File: config.mk
export PLATFORM = sky130hd
export DESIGN_NAME = vobw_bus_wrapper_flat
export DESIGN_NICKNAME = d
export VERILOG_FILES = /design/src/vobw_pkg.sv /design/src/vobw_vci_if.sv /design/src/vobw_bus_wrapper.sv /design/src/vobw_hold.sv /design/src/flat_wrapper.sv
export SDC_FILE = /design/constraint.sdc
export NUM_CORES = 1
export LEC_CHECK = 0
export BUFFER_PORTS_ARGS = -buffer_cell sky130_fd_sc_hd__buf_2
export CORE_MARGIN = 4
export CORE_UTILIZATION = 46
export DETAILED_ROUTE_END_ITERATION = 8
export PLACE_DENSITY = 0.85
export SLEW_MARGIN = 20
export SYNTH_ARGS = -nofsm -noshare
export SYNTH_HDL_FRONTEND = slang
export SYNTH_SLANG_ARGS = --single-unit
File: constraint.sdc
create_clock -name core_clk_in -period 2.4 [get_ports core_clk_in]
set_input_delay 0.24 -clock core_clk_in [delete_from_list [all_inputs] [get_ports core_clk_in]]
set_output_delay 0.24 -clock core_clk_in [all_outputs]
set_load 0.01 [all_outputs]
File: src/vobw_pkg.sv
package vobw_pkg;
  localparam int unsigned BUS_AW   = 32;
  localparam int unsigned BUS_DW   = 32;
  localparam int unsigned VC_AW    = 16;
  localparam int unsigned VC_BW    = 4;
  localparam int unsigned TGT_AW   = 8;
  localparam int unsigned TGT_DW   = 16;
  localparam int unsigned TGT_BW   = 2;
  localparam int unsigned TGT_WRDS = 16;
  localparam int unsigned TGT_WLSB = 1;
  localparam int unsigned LANE_BIT = 1;
  localparam int unsigned WIN_LSB  = 6;
  localparam logic [BUS_AW-1:0] TGT_BASE = 32'h4000_0000;
  localparam logic [BUS_AW-1:0] HI_ADDR  = 32'h4000_0040;
  localparam logic [15:0]       HI_RST   = 16'h0000;

  typedef enum logic [4:0] {
    I_IDLE = 5'b00001,
    I_REQ  = 5'b00010,
    I_TURN = 5'b00100,
    I_XFER = 5'b01000,
    I_ACK  = 5'b10000
  } vobw_ist_t;

  typedef enum logic [4:0] {
    T_IDLE  = 5'b00001,
    T_SETUP = 5'b00010,
    T_CMD   = 5'b00100,
    T_RSP   = 5'b01000,
    T_DONE  = 5'b10000
  } vobw_tst_t;
endpackage

File: src/vobw_vci_if.sv
`timescale 1ns/10ps
interface vobw_vci_if;
  import vobw_pkg::*;
  logic                i_cmdval;
  logic                i_cmdack;
  logic                i_rd;
  logic [VC_AW-1:0]    i_addr;
  logic [BUS_DW-1:0]   i_wdata;
  logic [VC_BW-1:0]    i_be;
  logic                i_rspval;
  logic                i_rspack;
  logic [BUS_DW-1:0]   i_rdata;
  logic                i_rerror;
  logic                t_cmdval;
  logic                t_cmdack;
  logic                t_rd;
  logic [TGT_AW-1:0]   t_addr;
  logic [TGT_DW-1:0]   t_wdata;
  logic [TGT_BW-1:0]   t_be;
  logic                t_rspval;
  logic                t_rspack;
  logic [TGT_DW-1:0]   t_rdata;

  modport wrap (
    input  i_cmdval, i_rd, i_addr, i_wdata, i_be, i_rspack,
    output i_cmdack, i_rspval, i_rdata, i_rerror,
    output t_cmdval, t_rd, t_addr, t_wdata, t_be, t_rspack,
    input  t_cmdack, t_rspval, t_rdata
  );
  modport vc (
    output i_cmdval, i_rd, i_addr, i_wdata, i_be, i_rspack,
    input  i_cmdack, i_rspval, i_rdata, i_rerror,
    input  t_cmdval, t_rd, t_addr, t_wdata, t_be, t_rspack,
    output t_cmdack, t_rspval, t_rdata
  );
endinterface
File: src/vobw_bus_wrapper.sv
// Contract
// initiator raises command-valid with complete request
// initiator holds request until command-acknowledge sampled
// peripheral read data captured at acknowledge
// response held stable while response-acknowledge low
// response taken when valid and acknowledge high
// arbitrate, turnaround, handshake, collect bus read data
// no request storage; acknowledge held off instead
// buffer response while initiator cannot accept
// supply upper address bits from writable register
// addressed bus request raises target command-valid
// command-valid from local decode or central select
// target request fields stable until acknowledge
// bus wait states keep bus request steady
// command-valid delayed one cycle for setup
// bus held until target acknowledges command
// peripheral target read data captured when presented
// response-acknowledge held low until bus ready
// target read data registered before bus
// lane multiplexing between bus and target widths
// only low target address bits passed
// transfer when valid and acknowledge both high
`timescale 1ns/10ps
module vobw_bus_wrapper
  import vobw_pkg::*;
(
  input  wire logic              core_clk_in,
  input  wire logic              rstn_in,
  input  wire logic              pvci_mode_in,
  input  wire logic              central_dec_in,
  vobw_vci_if.wrap               vci,
  output logic                   m_req_out,
  input  wire logic              m_gnt_in,
  output logic                   m_valid_out,
  output logic [BUS_AW-1:0]      m_addr_out,
  output logic                   m_wr_out,
  output logic [BUS_DW-1:0]      m_wdata_out,
  output logic [VC_BW-1:0]       m_be_out,
  input  wire logic              m_ready_in,
  input  wire logic [BUS_DW-1:0] m_rdata_in,
  input  wire logic              m_err_in,
  input  wire logic              s_sel_in,
  input  wire logic              s_valid_in,
  input  wire logic [BUS_AW-1:0] s_addr_in,
  input  wire logic              s_wr_in,
  input  wire logic [BUS_DW-1:0] s_wdata_in,
  input  wire logic [VC_BW-1:0]  s_be_in,
  output logic                   s_ready_out,
  output logic [BUS_DW-1:0]      s_rdata_out
);
  vobw_ist_t         ist;
  vobw_tst_t         tst;
  logic [15:0]       addr_hi;
  logic              i_ack;
  logic              rbuf_valid;
  logic [BUS_DW:0]   rbuf_data;
  logic              t_val;
  logic              t_rd;
  logic [TGT_AW-1:0] t_addr;
  logic [TGT_DW-1:0] t_wdata;
  logic [TGT_BW-1:0] t_be;
  logic              t_rack;
  logic              t_lane;
  logic [TGT_DW-1:0] tbuf_data;

  // initiator side decode
  wire               i_start  = vci.i_cmdval & ~i_ack & ~rbuf_valid;
  wire               xfer_end = (ist == I_XFER) & m_ready_in;
  wire               rsp_take = rbuf_valid & vci.i_rspack & ~pvci_mode_in;
  wire [BUS_AW-1:0]  bus_addr = {addr_hi, vci.i_addr};

  // target side decode
  wire               hit_tgt  = s_addr_in[BUS_AW-1:WIN_LSB] == TGT_BASE[BUS_AW-1:WIN_LSB];
  wire               sel_tgt  = central_dec_in ? s_sel_in : hit_tgt;
  wire               hit_hi   = s_addr_in == HI_ADDR;
  wire               s_new    = s_valid_in & ~s_ready_out & (tst == T_IDLE);
  wire               t_xfer   = (tst == T_CMD) & t_val & vci.t_cmdack;
  wire               t_rxfer  = (tst == T_RSP) & vci.t_rspval & t_rack;
  wire               tbuf_ld  = (t_xfer & pvci_mode_in) | t_rxfer;
  wire               lane_in  = s_addr_in[LANE_BIT];
  wire [TGT_DW-1:0]  lane_wd  = lane_in ? s_wdata_in[BUS_DW-1:TGT_DW] : s_wdata_in[TGT_DW-1:0];
  wire [TGT_BW-1:0]  lane_be  = lane_in ? s_be_in[VC_BW-1:TGT_BW] : s_be_in[TGT_BW-1:0];
  wire [BUS_DW-1:0]  lane_rd  = t_lane ? {tbuf_data, 16'h0000} : {16'h0000, tbuf_data};

  assign vci.i_cmdack = i_ack;
  assign vci.i_rspval = rbuf_valid & ~pvci_mode_in;
  assign vci.i_rdata  = rbuf_data[BUS_DW-1:0];
  assign vci.i_rerror = rbuf_data[BUS_DW];
  assign vci.t_cmdval = t_val;
  assign vci.t_rd     = t_rd;
  assign vci.t_addr   = t_addr;
  assign vci.t_wdata  = t_wdata;
  assign vci.t_be     = t_be;
  assign vci.t_rspack = t_rack;

  // bus response held until the initiator takes it
  vobw_hold #(
    .W (BUS_DW + 1)
  ) u_rbuf (
    .core_clk_in (core_clk_in),
    .rstn_in     (rstn_in),
    .load_in     (xfer_end),
    .clr_in      (rsp_take | pvci_mode_in),
    .data_in     ({m_err_in, m_rdata_in}),
    .valid_out   (rbuf_valid),
    .data_out    (rbuf_data)
  );

  // target read data isolated from bus loading
  vobw_hold #(
    .W (TGT_DW)
  ) u_tbuf (
    .core_clk_in (core_clk_in),
    .rstn_in     (rstn_in),
    .load_in     (tbuf_ld),
    .clr_in      (1'b0),
    .data_in     (vci.t_rdata),
    .valid_out   (),
    .data_out    (tbuf_data)
  );

  // bus master path: request fields are only pipelined, never stored in the wrapper
  always_ff @(posedge core_clk_in) begin
    if (!rstn_in) begin
      m_addr_out  <= '0;
      m_wr_out    <= 1'b0;
      m_wdata_out <= '0;
      m_be_out    <= '0;
    end else begin
      m_addr_out  <= bus_addr;
      m_wr_out    <= ~vci.i_rd;
      m_wdata_out <= vci.i_wdata;
      m_be_out    <= vci.i_be;
    end
  end

  always_ff @(posedge core_clk_in) begin
    if (!rstn_in) begin
      ist         <= I_IDLE;
      m_req_out   <= 1'b0;
      m_valid_out <= 1'b0;
      i_ack       <= 1'b0;
    end else begin
      case (ist)
        I_IDLE: begin
          if (i_start) begin
            ist       <= I_REQ;
            m_req_out <= 1'b1;
          end
        end
        I_REQ: begin
          if (m_gnt_in) begin
            ist <= I_TURN;
          end
        end
        I_TURN: begin
          ist         <= I_XFER;
          m_valid_out <= 1'b1;
        end
        I_XFER: begin
          if (m_ready_in) begin
            ist         <= I_ACK;
            m_valid_out <= 1'b0;
            m_req_out   <= 1'b0;
            i_ack       <= 1'b1;
          end
        end
        I_ACK: begin
          ist   <= I_IDLE;
          i_ack <= 1'b0;
        end
        default: begin
          ist <= I_IDLE;
        end
      endcase
    end
  end

  // bus slave path and target request presentation
  always_ff @(posedge core_clk_in) begin
    if (!rstn_in) begin
      tst         <= T_IDLE;
      addr_hi     <= HI_RST;
      t_val       <= 1'b0;
      t_rd        <= 1'b0;
      t_addr      <= '0;
      t_wdata     <= '0;
      t_be        <= '0;
      t_rack      <= 1'b0;
      t_lane      <= 1'b0;
      s_ready_out <= 1'b0;
      s_rdata_out <= '0;
    end else begin
      s_ready_out <= 1'b0;
      case (tst)
        T_IDLE: begin
          if (s_new && sel_tgt) begin
            tst     <= T_SETUP;
            t_rd    <= ~s_wr_in;
            t_addr  <= s_addr_in[TGT_AW-1:0];
            t_wdata <= lane_wd;
            t_be    <= lane_be;
            t_lane  <= lane_in;
          end else if (s_new && hit_hi) begin
            if (s_wr_in) begin
              addr_hi <= s_wdata_in[15:0];
            end
            s_ready_out <= 1'b1;
            s_rdata_out <= {16'h0000, addr_hi};
          end
        end
        T_SETUP: begin
          tst   <= T_CMD;
          t_val <= 1'b1;
        end
        T_CMD: begin
          if (t_xfer) begin
            t_val <= 1'b0;
            if (pvci_mode_in) begin
              tst <= T_DONE;
            end else begin
              tst    <= T_RSP;
              t_rack <= 1'b1;
            end
          end
        end
        T_RSP: begin
          if (t_rxfer) begin
            t_rack <= 1'b0;
            tst    <= T_DONE;
          end
        end
        T_DONE: begin
          tst         <= T_IDLE;
          s_ready_out <= 1'b1;
          s_rdata_out <= lane_rd;
        end
        default: begin
          tst <= T_IDLE;
        end
      endcase
    end
  end
endmodule

File: src/vobw_hold.sv
`timescale 1ns/10ps
// one-entry holding register; a load wins over a clear in the same cycle
module vobw_hold #(
  parameter int unsigned W = 32
) (
  input  wire logic         core_clk_in,
  input  wire logic         rstn_in,
  input  wire logic         load_in,
  input  wire logic         clr_in,
  input  wire logic [W-1:0] data_in,
  output logic              valid_out,
  output logic [W-1:0]      data_out
);
  always_ff @(posedge core_clk_in) begin
    if (!rstn_in) begin
      valid_out <= 1'b0;
      data_out  <= '0;
    end else begin
      valid_out <= load_in | (valid_out & ~clr_in);
      if (load_in) begin
        data_out <= data_in;
      end
    end
  end
endmodule

File: src/flat_wrapper.sv
// flat-port wrapper written by rule: the top's interface ports become plain ports
module vobw_bus_wrapper_flat import vobw_pkg::*;
  (core_clk_in, rstn_in, pvci_mode_in, central_dec_in, m_req_out, m_gnt_in, m_valid_out, m_addr_out, m_wr_out, m_wdata_out, m_be_out, m_ready_in, m_rdata_in, m_err_in, s_sel_in, s_valid_in, s_addr_in, s_wr_in, s_wdata_in, s_be_in, s_ready_out, s_rdata_out, vci_i_cmdval, vci_i_rd, vci_i_addr, vci_i_wdata, vci_i_be, vci_i_rspack, vci_i_cmdack, vci_i_rspval, vci_i_rdata, vci_i_rerror, vci_t_cmdval, vci_t_rd, vci_t_addr, vci_t_wdata, vci_t_be, vci_t_rspack, vci_t_cmdack, vci_t_rspval, vci_t_rdata);
  vobw_vci_if vci_i ();
  input  wire logic core_clk_in;
  input  wire logic rstn_in;
  input  wire logic pvci_mode_in;
  input  wire logic central_dec_in;
  output logic m_req_out;
  input  wire logic m_gnt_in;
  output logic m_valid_out;
  output logic [BUS_AW-1:0] m_addr_out;
  output logic m_wr_out;
  output logic [BUS_DW-1:0] m_wdata_out;
  output logic [VC_BW-1:0] m_be_out;
  input  wire logic m_ready_in;
  input  wire logic [BUS_DW-1:0] m_rdata_in;
  input  wire logic m_err_in;
  input  wire logic s_sel_in;
  input  wire logic s_valid_in;
  input  wire logic [BUS_AW-1:0] s_addr_in;
  input  wire logic s_wr_in;
  input  wire logic [BUS_DW-1:0] s_wdata_in;
  input  wire logic [VC_BW-1:0] s_be_in;
  output logic s_ready_out;
  output logic [BUS_DW-1:0] s_rdata_out;
  input wire logic [$bits(vci_i.i_cmdval)-1:0] vci_i_cmdval;
  input wire logic [$bits(vci_i.i_rd)-1:0] vci_i_rd;
  input wire logic [$bits(vci_i.i_addr)-1:0] vci_i_addr;
  input wire logic [$bits(vci_i.i_wdata)-1:0] vci_i_wdata;
  input wire logic [$bits(vci_i.i_be)-1:0] vci_i_be;
  input wire logic [$bits(vci_i.i_rspack)-1:0] vci_i_rspack;
  output wire logic [$bits(vci_i.i_cmdack)-1:0] vci_i_cmdack;
  output wire logic [$bits(vci_i.i_rspval)-1:0] vci_i_rspval;
  output wire logic [$bits(vci_i.i_rdata)-1:0] vci_i_rdata;
  output wire logic [$bits(vci_i.i_rerror)-1:0] vci_i_rerror;
  output wire logic [$bits(vci_i.t_cmdval)-1:0] vci_t_cmdval;
  output wire logic [$bits(vci_i.t_rd)-1:0] vci_t_rd;
  output wire logic [$bits(vci_i.t_addr)-1:0] vci_t_addr;
  output wire logic [$bits(vci_i.t_wdata)-1:0] vci_t_wdata;
  output wire logic [$bits(vci_i.t_be)-1:0] vci_t_be;
  output wire logic [$bits(vci_i.t_rspack)-1:0] vci_t_rspack;
  input wire logic [$bits(vci_i.t_cmdack)-1:0] vci_t_cmdack;
  input wire logic [$bits(vci_i.t_rspval)-1:0] vci_t_rspval;
  input wire logic [$bits(vci_i.t_rdata)-1:0] vci_t_rdata;
  assign vci_i.i_cmdval = vci_i_cmdval;
  assign vci_i.i_rd = vci_i_rd;
  assign vci_i.i_addr = vci_i_addr;
  assign vci_i.i_wdata = vci_i_wdata;
  assign vci_i.i_be = vci_i_be;
  assign vci_i.i_rspack = vci_i_rspack;
  assign vci_i_cmdack = vci_i.i_cmdack;
  assign vci_i_rspval = vci_i.i_rspval;
  assign vci_i_rdata = vci_i.i_rdata;
  assign vci_i_rerror = vci_i.i_rerror;
  assign vci_t_cmdval = vci_i.t_cmdval;
  assign vci_t_rd = vci_i.t_rd;
  assign vci_t_addr = vci_i.t_addr;
  assign vci_t_wdata = vci_i.t_wdata;
  assign vci_t_be = vci_i.t_be;
  assign vci_t_rspack = vci_i.t_rspack;
  assign vci_i.t_cmdack = vci_t_cmdack;
  assign vci_i.t_rspval = vci_t_rspval;
  assign vci_i.t_rdata = vci_t_rdata;
  vobw_bus_wrapper u_core (.core_clk_in(core_clk_in), .rstn_in(rstn_in), .pvci_mode_in(pvci_mode_in), .central_dec_in(central_dec_in), .vci(vci_i), .m_req_out(m_req_out), .m_gnt_in(m_gnt_in), .m_valid_out(m_valid_out), .m_addr_out(m_addr_out), .m_wr_out(m_wr_out), .m_wdata_out(m_wdata_out), .m_be_out(m_be_out), .m_ready_in(m_ready_in), .m_rdata_in(m_rdata_in), .m_err_in(m_err_in), .s_sel_in(s_sel_in), .s_valid_in(s_valid_in), .s_addr_in(s_addr_in), .s_wr_in(s_wr_in), .s_wdata_in(s_wdata_in), .s_be_in(s_be_in), .s_ready_out(s_ready_out), .s_rdata_out(s_rdata_out));
endmodule
==> reports/metrics.csv <==
stage,metric,value,unit
logic_synthesis,synthMuxAreaShare,6.656,%
drt,drt_wl_total,25630,µm
worst_setup_path,r2r_setup_slack,0.28,ns
floorplan,initial_core_util,47.17,%
clock_tree,root_buffer,clkbuf_16,
placement,portBuffers,350,
logic_synthesis,synth-async-reset-ratio,0,%
worst_setup_path,crit_arrival,2.55,ns
worst_setup_path,cp_max_fo,16,
worst_setup_path,crit_path_start_kind,flop,
clock_tree,h-tree-depth,1,
logic_synthesis,synth_xor_area_share,0.1165,%
timing,slew_viol_final,0,
logic_synthesis,synth_area_leaders,"dfxtp_1 56%, mux2i_1 6.7%, a21oi_1 6.1%",
logic_synthesis,synth_nets,941,
floorplan,coreArea,0.01594,mm²
timing,tightestPinTransition,0.7487,ns
clock_tree,post_cts_buffers,0,
logic_synthesis,synthesis.area,0.007520,mm²
finish,nFillCells,1133,
timing,finalHoldViolCount,0,
logic_synthesis,ys_seq_area_share,55.91,%
drt,vias_per_cell,5.193,
drt,wl_per_cell,17.91,µm
timing,fin_worst_skew,0.01191,ns
logic_synthesis,yosys.area_share.simple,19.43,%
finish,regArea,0.004204,mm²
global_routing,antenna_found_initial,4,
placement,dp_slack,0.2466,ns
timing,max_freq,0.4710,GHz
logic_synthesis,ys_types,51,
placement,dpl.hpwl,16610,µm
hold_path,worstHoldStart,vci_t_rdata[5],
global_routing,grt_start_max_net_pins,77,
finish,syn2layout_area_growth,49.05,%
timing,worst_slack,0.2768,ns
logic_synthesis,yosys_warnings,0,
global_routing,grt_pass1_vias,7351,
logic_synthesis,synth.most_common_cell,dfxtp_1,
timing,finalSetupViolations,0,
floorplan,fp.dieW,135.9,µm
logic_synthesis,ys.flop_type,dfxtp_1,
flow_run,maxCapViolations,0,
drt,drc,0,
placement,routabilityCongestion,0.8362,
clock_tree,clkTransAtPathRegs,0.06,ns
logic_synthesis,synth_top_family_by_area,simple AND/OR/NAND/NOR gates,
clock_tree,cts_tree,done,
drt,drt-pass1-iter-count,5,
floorplan,ioPinCount,351,
floorplan,row_count,46,
clock_tree,post_cts_resized,0,
worst_setup_path,crit_chain,nor3_2 > and2_1 > nand3_1 > a21oi_2 > a22o_1,
worst_setup_path,crit_required,2.83,ns
pwr,p_per_area,676.5,mW/mm²
global_routing,grt_use_total,26.31,%
logic_synthesis,synth_cells,758,
drt,ant_nets,0,
clock_tree,insertion_delay,0.49,ns
logic_synthesis,yosys.area.top_type,dfxtp_1,
pwr,total_power,7.583,mW
timing,fin_crit,2.123,ns
pwr,p_leak,5.019,nW
clock_tree,cts_buffer_depth,3,
finish,postLayoutCoreUtil,70.30,%
worst_setup_path,timing_worst_setup_path_type,flop to flop,
finish,multiInputGateArea,0.003058,mm²
pwr,worst_ir_drop_vdd,0.5120,mV
logic_synthesis,synth_area_per_cell,9.920,µm²
floorplan,die_h,135.9,µm
timing,fin_crit_sh,88.47,%
logic_synthesis,synth-edff-count,0,
global_routing,grt-ovfl-total,0,
global_routing,grt_pass1_wl,38870,µm
clock_tree,numCtsBuffers,22,
logic_synthesis,yosysTopAreaCellShare,55.91,%
clock_tree,cts.sink_count,210,
drt,vias,7431,
hold_path,hp-class,primary input to flop,
worst_setup_path,r2r-start,u_core.tst[1],
floorplan,die-area,0.01846,mm²
finish,drive_gt1_share,34.30,%
logic_synthesis,synth.top_cells.by_count,"210 x dfxtp_1, 91 x a21oi_1, 85 x nand2_1, 72 x and2_1, 50 x mux2i_1",
drt,drt_first_iter_violations,400,
logic_synthesis,synth-compound-area-share,14.28,%
timing,rsz0062_at_grt,no,
logic_synthesis,synthAdderAreaFrac,0,%
timing,setup-tns-final,0,ns
clock_tree,cts_hold_buf,104,
worst_setup_path,critPathSlowestCell,a21oi_2,
finish,design.final.nets,1380,
logic_synthesis,ys_ff_latch,210,
worst_setup_path,crit_start,u_core.tst[1],
worst_setup_path,end_kind,flop,
worst_setup_path,slowest_delay,0.71,ns
timing,relSlewSlack,50.09,%
run_status,status,finished clean,
-- power by group --
group	internal (mW)	switching, mW	total (mW)
Combinational	0.380	0.356	0.736
Sequential	3.57	0.0487	3.62
Clock	1.90	1.33	3.23
Total	5.85	1.73	7.58
-- per-layer routing --
layer,vias to the layer above,GRT usage [%],share of wire [%]
li1,3507,-,-
met4,2,11.76,4.7
met1,3476,30.73,37
met2,355,45.93,50
met3,91,6.218,7.7
met5,-,0,0.059
-- final cells by class --
class                      count  share of cell area [%]
sequential                   210                   37.51
multi-input combinational    488                   27.28
timing repair buffer         470                   26.32
clock buffer                  32                   5.883
tap                          216                   2.411
clock inverter                 5                  0.3014
inverter                       5                  0.1786
antenna                        5                  0.1116
-- layout by cell type (no fill, tap or decap), drive strengths merged, types with 2 or more instances in the layout --
| cell | n |
|---|---|
| clkbuf | 32 |
| nor3 | 8 |
| and2 | 73 |
| o211a | 2 |
| nor2b | 5 |
| nor2 | 46 |
| buf | 366 |
| clkinvlp | 2 |
| clkinv | 4 |
| a221oi | 2 |
| o211ai | 2 |
| nand3 | 5 |
| nor4b | 2 |
| o21ai | 12 |
| nor3b | 17 |
| nand2 | 85 |
| and3b | 2 |
| nand3b | 2 |
| a22o | 16 |
| nand2b | 2 |
| dfxtp | 210 |
| mux2i | 50 |
| nand4 | 9 |
| a211oi | 35 |
| a21oi | 92 |
| diode | 5 |
| nor4 | 7 |
| o22ai | 3 |
| inv | 4 |
| dlygate4sd3 | 104 |
-- registers in the layout, indices dropped and copies added, names as in the netlist, 2 cells and up --
name,flops
u_core.addr_hi,16
u_core.u_tbuf.data_out,16
u_core.vci.t_be,2
u_core.m_addr_out,32
u_core.vci.t_wdata,16
u_core.m_be_out,4
u_core.tst,5
u_core.m_wdata_out,32
u_core.vci.t_addr,8
u_core.ist,5
u_core.s_rdata_out,32
u_core.u_rbuf.data_out,33
-- stage by stage --
step / instances / cell area [µm²] / hold slack, ns
after detailed placement: 1285 / 9462 / 0.4042
after CTS: 1426 / 11200 / 0.00002764
final: 1431 / 11210 / 0.008080
after global routing: 1429 / 11200 / 0.01706
after floorplan: 758 / 7520 / 0.3124
after global placement: 1285 / 9462 / 0.3981
-- worst paths after layout --
| path | endpoint | depth (start not counted) |
|---|---|---|
| worst max-delay path | u_core.s_rdata_out[28] | 5 |
| worst min-delay path | u_core.u_tbuf.data_out[5] | 3 |
| worst max register to register | u_core.s_rdata_out[28] | 5 |
| worst min register to register | u_core.vci.t_addr[4] | 2 |
-- worst max-delay path, delay by kind of cell (launching register included) --
kind / cells / cell delay [ns]
compound gates: 2 / 0.96
simple gates: 3 / 0.76
flops: 1 / 0.35
-- kinds of logic (layout without fill, tap and decap cells) --
group	after synthesis	in the layout
compound gates	169	169
flops	210	210
buf+inv	60	512
simple gates	268	268
xor+xnor	1	1
other cells	0	5
mux	50	50
Note: power is estimated with default switching activity, not from simulation.
